<file path="src/hpv_pkg.sv">
// Package for the first headphone pair volume and output control register bank.
// Assumes a 16-bit control interface with 8-bit register addresses.
package hpv_pkg;

  localparam int ADDR_W = 8;
  localparam int DATA_W = 16;
  localparam int GAIN_W = 6;

  // Register addresses.
  localparam logic [7:0] OUTPUT_CONTROL_ADDR = 8'h4c;
  localparam logic [7:0] HP1_LEFT_VOLUME_ADDR = 8'h68;
  localparam logic [7:0] HP1_RIGHT_VOLUME_ADDR = 8'h69;
  localparam logic [7:0] HP2_RIGHT_VOLUME_ADDR = 8'h6b;

  // Output control fields.
  localparam int FIRST_PAIR_CM_FEEDBACK_EN_BIT = 0;
  localparam int SECOND_PAIR_CM_FEEDBACK_EN_BIT = 2;

  // Volume register fields.
  localparam int SILENCE_BIT = 14;
  localparam int ZERO_CROSS_GATE_BIT = 13;
  localparam int SECOND_RIGHT_INVERT_EN_BIT = 10;
  localparam int SECOND_RIGHT_INVERT_BYPASS_BIT = 9;
  localparam int VOLUME_COMMIT_BIT = 8;
  localparam int GAIN_LSB = 2;
  localparam int GAIN_MSB = 7;

  // Reset values.
  localparam logic RST_FEEDBACK_EN = 1'b0;
  localparam logic RST_SILENCE = 1'b0;
  localparam logic RST_ZERO_CROSS_GATE = 1'b0;
  localparam logic [5:0] RST_GAIN_CODE = 6'h39;
  localparam logic RST_INVERT_EN = 1'b0;
  localparam logic RST_INVERT_BYPASS = 1'b1;
  localparam logic [15:0] RST_READ_DATA = 16'h0000;

endpackage : hpv_pkg

</file>
<file path="src/hpv_output_volume_ctrl.sv">
// Register bank for the first headphone pair volumes, the common-mode feedback
// enables and the second right output polarity and mute controls.
// Assumes write and read strobes synchronous to core_clk and a zero-cross pulse
// per first-pair channel from the analogue side.
// Assumes the analogue side takes the gain, mute and feedback outputs as levels.
// Unmapped addresses are ignored on write and read back as zero.
`timescale 1ns/10ps

module hpv_output_volume_ctrl (
  input wire logic core_clk,
  input wire logic rstn,
  input wire logic [hpv_pkg::ADDR_W-1:0] regAddr,
  input wire logic [hpv_pkg::DATA_W-1:0] regWrData,
  input wire logic regWrEn,
  input wire logic regRdEn,
  output logic [hpv_pkg::DATA_W-1:0] regRdData,
  input wire logic firstLeftZeroCross,
  input wire logic firstRightZeroCross,
  output logic [hpv_pkg::GAIN_W-1:0] firstLeftGainCode,
  output logic [hpv_pkg::GAIN_W-1:0] firstRightGainCode,
  output logic firstLeftSilence,
  output logic firstRightSilence,
  output logic firstPairCmFeedbackEn,
  output logic secondPairCmFeedbackEn,
  output logic secondRightInvertEn,
  output logic secondRightInvertBypass,
  output logic secondRightSilence
);

  // Pending codes hold what software wrote last; applied codes are what the amplifiers see.
  // An armed channel has seen a commit and still waits to apply its pending code.
  typedef struct packed {
    // Output control.
    logic fb1;
    logic fb2;
    // First left channel.
    logic lSilence;
    logic lZcGate;
    logic [5:0] lPending;
    logic [5:0] lApplied;
    logic lArmed;
    // First right channel.
    logic rSilence;
    logic rZcGate;
    logic [5:0] rPending;
    logic [5:0] rApplied;
    logic rArmed;
    // Second right output.
    logic r2Silence;
    logic r2Invert;
    logic r2Bypass;
    // Registered read word.
    logic [15:0] rdData;
  } hpv_state_t;

  hpv_state_t state_ff;
  hpv_state_t nxt_state;

  // Builds the readback word of a first-pair volume register; the commit bit reads 0.
  function automatic logic [15:0] hpv_vol_word(input logic silence, input logic zc, input logic [5:0] gain);
    logic [15:0] w;
    w = 16'h0000;
    w[hpv_pkg::SILENCE_BIT] = silence;
    w[hpv_pkg::ZERO_CROSS_GATE_BIT] = zc;
    w[hpv_pkg::GAIN_MSB:hpv_pkg::GAIN_LSB] = gain;
    return w;
  endfunction : hpv_vol_word

  // Flags a strobe aimed at one register address.
  function automatic logic hpv_addr_hit(input logic strobe, input logic [7:0] addr, input logic [7:0] target);
    return strobe && (addr == target);
  endfunction : hpv_addr_hit

  // Builds the readback word of the output control register.
  function automatic logic [15:0] hpv_ctl_word(input logic fb1, input logic fb2);
    logic [15:0] w;
    w = 16'h0000;
    w[hpv_pkg::FIRST_PAIR_CM_FEEDBACK_EN_BIT] = fb1;
    w[hpv_pkg::SECOND_PAIR_CM_FEEDBACK_EN_BIT] = fb2;
    return w;
  endfunction : hpv_ctl_word

  // Builds the readback word of the second right output register.
  function automatic logic [15:0] hpv_r2_word(input logic silence, input logic inv, input logic bypass);
    logic [15:0] w;
    w = 16'h0000;
    w[hpv_pkg::SILENCE_BIT] = silence;
    w[hpv_pkg::SECOND_RIGHT_INVERT_EN_BIT] = inv;
    w[hpv_pkg::SECOND_RIGHT_INVERT_BYPASS_BIT] = bypass;
    return w;
  endfunction : hpv_r2_word

  logic wrCtl;
  logic wrLeft;
  logic wrRight;
  logic wrR2;
  logic commit;

  always_comb begin
    // Each high cycle of the write strobe is one write to the addressed register.
    wrCtl = hpv_addr_hit(regWrEn, regAddr, hpv_pkg::OUTPUT_CONTROL_ADDR);
    wrLeft = hpv_addr_hit(regWrEn, regAddr, hpv_pkg::HP1_LEFT_VOLUME_ADDR);
    wrRight = hpv_addr_hit(regWrEn, regAddr, hpv_pkg::HP1_RIGHT_VOLUME_ADDR);
    wrR2 = hpv_addr_hit(regWrEn, regAddr, hpv_pkg::HP2_RIGHT_VOLUME_ADDR);
    // Either first-pair register carries the shared commit strobe.
    commit = (wrLeft || wrRight) && regWrData[hpv_pkg::VOLUME_COMMIT_BIT];

    nxt_state = state_ff;

    // The feedback enables take effect at once; they have no commit stage.
    if (wrCtl) begin
      nxt_state.fb1 = regWrData[hpv_pkg::FIRST_PAIR_CM_FEEDBACK_EN_BIT];
      nxt_state.fb2 = regWrData[hpv_pkg::SECOND_PAIR_CM_FEEDBACK_EN_BIT];
    end

    if (wrLeft) begin
      nxt_state.lSilence = regWrData[hpv_pkg::SILENCE_BIT];
      nxt_state.lZcGate = regWrData[hpv_pkg::ZERO_CROSS_GATE_BIT];
      nxt_state.lPending = regWrData[hpv_pkg::GAIN_MSB:hpv_pkg::GAIN_LSB];
    end
    if (wrRight) begin
      nxt_state.rSilence = regWrData[hpv_pkg::SILENCE_BIT];
      nxt_state.rZcGate = regWrData[hpv_pkg::ZERO_CROSS_GATE_BIT];
      nxt_state.rPending = regWrData[hpv_pkg::GAIN_MSB:hpv_pkg::GAIN_LSB];
    end

    // A commit arms both channels; an armed channel applies at once or waits for its zero cross.
    // The checks read nxt_state so that the code and gate bit of the commit write itself apply.
    // A later commit while armed simply re-arms with the latest pending code.
    if (commit) begin
      nxt_state.lArmed = 1'b1;
      nxt_state.rArmed = 1'b1;
    end
    if (nxt_state.lArmed && (!nxt_state.lZcGate || firstLeftZeroCross)) begin
      nxt_state.lApplied = nxt_state.lPending;
      nxt_state.lArmed = 1'b0;
    end
    if (nxt_state.rArmed && (!nxt_state.rZcGate || firstRightZeroCross)) begin
      nxt_state.rApplied = nxt_state.rPending;
      nxt_state.rArmed = 1'b0;
    end

    // The second right controls have no commit stage.
    if (wrR2) begin
      nxt_state.r2Silence = regWrData[hpv_pkg::SILENCE_BIT];
      nxt_state.r2Invert = regWrData[hpv_pkg::SECOND_RIGHT_INVERT_EN_BIT];
      nxt_state.r2Bypass = regWrData[hpv_pkg::SECOND_RIGHT_INVERT_BYPASS_BIT];
    end

    // The read word comes from state_ff, so a read in the cycle of a write returns the old contents.
    // Volume reads show the pending code, which may not have reached the amplifier yet.
    if (regRdEn) begin
      case (regAddr)
        hpv_pkg::OUTPUT_CONTROL_ADDR: begin
          nxt_state.rdData = hpv_ctl_word(state_ff.fb1, state_ff.fb2);
        end
        hpv_pkg::HP1_LEFT_VOLUME_ADDR: begin
          nxt_state.rdData = hpv_vol_word(state_ff.lSilence, state_ff.lZcGate, state_ff.lPending);
        end
        hpv_pkg::HP1_RIGHT_VOLUME_ADDR: begin
          nxt_state.rdData = hpv_vol_word(state_ff.rSilence, state_ff.rZcGate, state_ff.rPending);
        end
        hpv_pkg::HP2_RIGHT_VOLUME_ADDR: begin
          nxt_state.rdData = hpv_r2_word(state_ff.r2Silence, state_ff.r2Invert, state_ff.r2Bypass);
        end
        default: begin
          nxt_state.rdData = 16'h0000;
        end
      endcase
    end
  end

  // Reset loads the power-on field values; nothing stays armed across it.
  always_ff @(posedge core_clk) begin
    if (!rstn) begin
      state_ff.fb1 <= hpv_pkg::RST_FEEDBACK_EN;
      state_ff.fb2 <= hpv_pkg::RST_FEEDBACK_EN;
      state_ff.lSilence <= hpv_pkg::RST_SILENCE;
      state_ff.lZcGate <= hpv_pkg::RST_ZERO_CROSS_GATE;
      state_ff.lPending <= hpv_pkg::RST_GAIN_CODE;
      state_ff.lApplied <= hpv_pkg::RST_GAIN_CODE;
      state_ff.lArmed <= 1'b0;
      state_ff.rSilence <= hpv_pkg::RST_SILENCE;
      state_ff.rZcGate <= hpv_pkg::RST_ZERO_CROSS_GATE;
      state_ff.rPending <= hpv_pkg::RST_GAIN_CODE;
      state_ff.rApplied <= hpv_pkg::RST_GAIN_CODE;
      state_ff.rArmed <= 1'b0;
      state_ff.r2Silence <= hpv_pkg::RST_SILENCE;
      state_ff.r2Invert <= hpv_pkg::RST_INVERT_EN;
      state_ff.r2Bypass <= hpv_pkg::RST_INVERT_BYPASS;
      state_ff.rdData <= hpv_pkg::RST_READ_DATA;
    end else begin
      state_ff <= nxt_state;
    end
  end

  // Software keeps the invert pair consistent; the mute gates the output in either polarity.
  // Every output is a plain copy of a state flip-flop.
  always_comb begin
    regRdData = state_ff.rdData;
    firstLeftGainCode = state_ff.lApplied;
    firstRightGainCode = state_ff.rApplied;
    firstLeftSilence = state_ff.lSilence;
    firstRightSilence = state_ff.rSilence;
    firstPairCmFeedbackEn = state_ff.fb1;
    secondPairCmFeedbackEn = state_ff.fb2;
    secondRightInvertEn = state_ff.r2Invert;
    secondRightInvertBypass = state_ff.r2Bypass;
    secondRightSilence = state_ff.r2Silence;
  end

endmodule : hpv_output_volume_ctrl

</file>
<file path="config.mk">
export PLATFORM = sky130hd
export DESIGN_NAME = hpv_output_volume_ctrl
export DESIGN_NICKNAME = d
export VERILOG_FILES = /design/src/hpv_pkg.sv /design/src/hpv_output_volume_ctrl.sv
export SDC_FILE = /design/constraint.sdc
export NUM_CORES = 1
export LEC_CHECK = 0
export ABC_AREA = 1
export BUFFER_PORTS_ARGS = -buffer_cell sky130_fd_sc_hd__buf_2
export CORE_UTILIZATION = 51
export DETAILED_ROUTE_END_ITERATION = 8
export PLACE_DENSITY = 0.79
export SYNTH_ARGS = -nofsm -noshare
export SYNTH_HDL_FRONTEND = slang
export SYNTH_SLANG_ARGS = --single-unit
</file>
<file path="constraint.sdc">
create_clock -name core_clk -period 1.38 [get_ports core_clk]
set_clock_uncertainty 0.2 [all_clocks]
set_input_delay 0.069 -clock core_clk [delete_from_list [all_inputs] [get_ports core_clk]]
set_output_delay 0.069 -clock core_clk [all_outputs]
set_load 0.02 [all_outputs]
</file>
==> impl_metrics.env <==
export IMPL_vdd_drop_max_v=0.000649
export IMPL_min_to="firstRightGainCode[5]"
export IMPL_layout_drive_gt1_share_pct=27.9
export IMPL_cp_top_family="buffers and inverters"
export IMPL_cts_sinks=46
export IMPL_postLayoutCellArea_um2=2720
export IMPL_grt_use_total_pct=24.2
export IMPL_regToRegEndpoint="firstRightGainCode[1]"
export IMPL_grt_use_met1_pct=30.9
export IMPL_post_route_drc_count=0
export IMPL_cts_htree_levels=2
export IMPL_worst_r2r_path_depth=6
export IMPL_hold_class="in -> reg"
export IMPL_drt_wl_total_mm=5.02
export IMPL_async_flop_share_pct=0
export IMPL_slowest_delay_ps=520
export IMPL_areaGrowthSynthToFinish_pct=21.1
export IMPL_cp_num_buf_inv=4
export IMPL_dr_pass1_iters=4
export IMPL_holdWs_ps=4.85
export IMPL_use_met3_pct=4.00
export IMPL_root_buffer="clkbuf_8"
export IMPL_nFillCells=393
export IMPL_synth_area_leaders="dfxtp_1, nand2_1, buf_4"
export IMPL_io_buffers=55
export IMPL_setup_viol=0
export IMPL_cap_violations=0
export IMPL_grt_first_pass_wirelength_mm=8.27
export IMPL_start_util_pct=54.6
export IMPL_ant_nets=0
export IMPL_power_density_nw_per_um2=872
export IMPL_min_period_ps=1300
export IMPL_cp_cell_sequence="dlygate4sd3_1 > buf_2 > inv_1 > buf_12 > or2_1"
export IMPL_synthCells=308
export IMPL_critPathKind="in -> reg"
export IMPL_use_met2_pct=40.6
export IMPL_fmax_mhz=768
export IMPL_maxSlewViolCount=0
export IMPL_finalPower_mw=2.37
export IMPL_netlist_area_leader_share_pct=41.0
export IMPL_cts_clk_slew_worst_paths_ps=90
export IMPL_top_usage_layer="met2"
export IMPL_antenna_cells=0
export IMPL_ys_types=28
export IMPL_vias=2035
export IMPL_hpwl_mm=3.78
export IMPL_fin_crit_sh_pct=94.4
export IMPL_synth_seq_cells=46
export IMPL_dpl_cell_area_um2=2490
export IMPL_crit_slowest_cell="dlygate4sd3_1"
export IMPL_grt_overflow=0
export IMPL_timing_critical_path_to_type="flop"
export IMPL_clock_path_buffers=2
export IMPL_fin_nets=398
export IMPL_arrival_ps=1300
export IMPL_place_inst=398
export IMPL_grt_setup_unrepaired="false"
export IMPL_die_x_um=68.4
export IMPL_rrSetupSlack_ps=220
export IMPL_hold_viol=0
export IMPL_die_h_um=68.4
export IMPL_instances_no_fill=419
export IMPL_holdCritStartpoint="firstRightZeroCross"
export IMPL_cts_tree="built"
export IMPL_status="finished clean"
export IMPL_ctsResizeCount=0
export IMPL_start_kind="input pin"
export IMPL_numCtsBuffers=5
export IMPL_grt_max_degree=25
export IMPL_fp_row_count=23
export IMPL_p_leak_nw=1.34
export IMPL_drtIter0Drc=122
export IMPL_synth_top_area_cell="dfxtp_1"
export IMPL_cp_required_ps=1370
export IMPL_ys_warn_count=0
export IMPL_core_um2=4120
export IMPL_ys_flop_type="dfxtp_1"
export IMPL_dieArea_um2=4670
export IMPL_syn_area_um2=2250
export IMPL_synth_avg_cell_area_um2=7.29
export IMPL_ioPinCount=65
export IMPL_grt_pass1_vias=1841
export IMPL_r2r_start="state_ff[32]"
export IMPL_hold_buffers=13
export IMPL_clkLatencyLatePin_ps=300
export IMPL_hold_depth=5
export IMPL_viasPerCell=4.86
export IMPL_avgRoutedWirePerCell_um=12.0
export IMPL_synth_seq_area_share_pct=41.0
export IMPL_gp_congestion=0.822
export IMPL_post_cts_setup_buffers=0
export IMPL_critPathMaxFanout=24
export IMPL_antenna_found_initial=0
export IMPL_synth_edff_count=0
## state kept, by name, indices dropped and copies added (netlist names)
register / cells
firstRightGainCode: 6
firstRightSilence: 1
regRdData: 11
secondRightInvertEn: 1
secondRightInvertBypass: 1
firstLeftSilence: 1
firstLeftGainCode: 6
secondRightSilence: 1
secondPairCmFeedbackEn: 1
firstPairCmFeedbackEn: 1
state_ff: 16
## cell type report
cell class	count	area, um^2	share of cell area (%)
multi-input combinational	196	956	35.1
sequential	46	921	33.9
timing repair buffer	85	558	20.5
inverter	34	128	4.69
clock buffer	6	82.6	3.04
tap	50	62.6	2.30
clock inverter	2	12.5	0.460
## Yosys cell counts (2+ instances only)
| library cell | number |
|---|---|
| o21ai_2 | 3 |
| nor2_4 | 3 |
| inv_1 | 31 |
| nand2_2 | 10 |
| o21ai_0 | 3 |
| buf_4 | 28 |
| clkbuf_1 | 4 |
| or2_1 | 6 |
| nor2_1 | 7 |
| a21oi_1 | 21 |
| o21ai_1 | 6 |
| nand2_1 | 89 |
| nand4_1 | 2 |
| nand3_1 | 31 |
| nand3_4 | 3 |
| dfxtp_1 | 46 |
| inv_2 | 2 |
| nor3_1 | 2 |
| buf_6 | 2 |
## placed cells by master, fill, tap and decap left out, drive strengths merged, types with 2 or more instances in the layout
cell | netlist | layout
o21ai | 12 | 12
nand2 | 99 | 99
nor3 | 2 | 2
dlygate4sd3 | 0 | 13
nand4 | 2 | 2
clkbuf | 4 | 6
clkinv | 1 | 2
nand3 | 35 | 35
dfxtp | 46 | 46
a21oi | 21 | 21
or2 | 6 | 6
conb | 1 | 5
nor2 | 11 | 11
inv | 33 | 33
buf | 32 | 72
## worst max-delay path by stage
stage                             to  cells after the start  startpoint
6_report                state_ff[46]                      5        rstn
2_1_floorplan  firstRightGainCode[0]                     10  regAddr[7]
3_3_place_gp           regRdData[14]                     11  regAddr[4]
4_1_cts                 state_ff[46]                      5        rstn
3_5_place_dp           regRdData[14]                     11  regAddr[0]
5_1_grt        firstRightGainCode[2]                     10  regAddr[2]
## through the flow
| stage | TNS, ps | utilization, % | worst slack [ps] |
|---|---|---|---|
| 2_1_floorplan | 0 | - | 131 |
| 3_3_place_gp | -1030 | 60.6 | -91.2 |
| 3_5_place_dp | -2360 | 60.6 | -133 |
| 4_1_cts | 0 | 66.1 | 76.3 |
| 5_1_grt | 0 | 66.1 | 32.5 |
| 6_report | 0 | 66.1 | 77.7 |
## routing by layer
| metal | share of wire [%] | routed length [um] |
|---|---|---|
| met5 | 0 | 0 |
| met4 | 1.4 | 70 |
| met1 | 45 | 2270 |
| met2 | 48 | 2410 |
| met3 | 5.2 | 263 |
## power by group
part           internal, mW  leakage [nW]  switching [mW]
clock network         0.403        0.0472           0.447
registers              1.33         0.371         0.00203
logic                0.0795         0.919           0.111
## worst min-delay path, delay by kind of cell
kind	cells	cell delay, ps
buf+inv	2	130
simple gates	3	290
## cell families after synthesis
| kind of cell | Yosys count | share of synthesized area (%) |
|---|---|---|
| AOI/OAI and AO/OA | 35 | 8.47 |
| DFF | 46 | 41.0 |
| other | 1 | 0.167 |
| and+or+nand+nor | 156 | 33.3 |
| buffers and inverters | 70 | 17.1 |
Power figures use the tool's default switching activity.
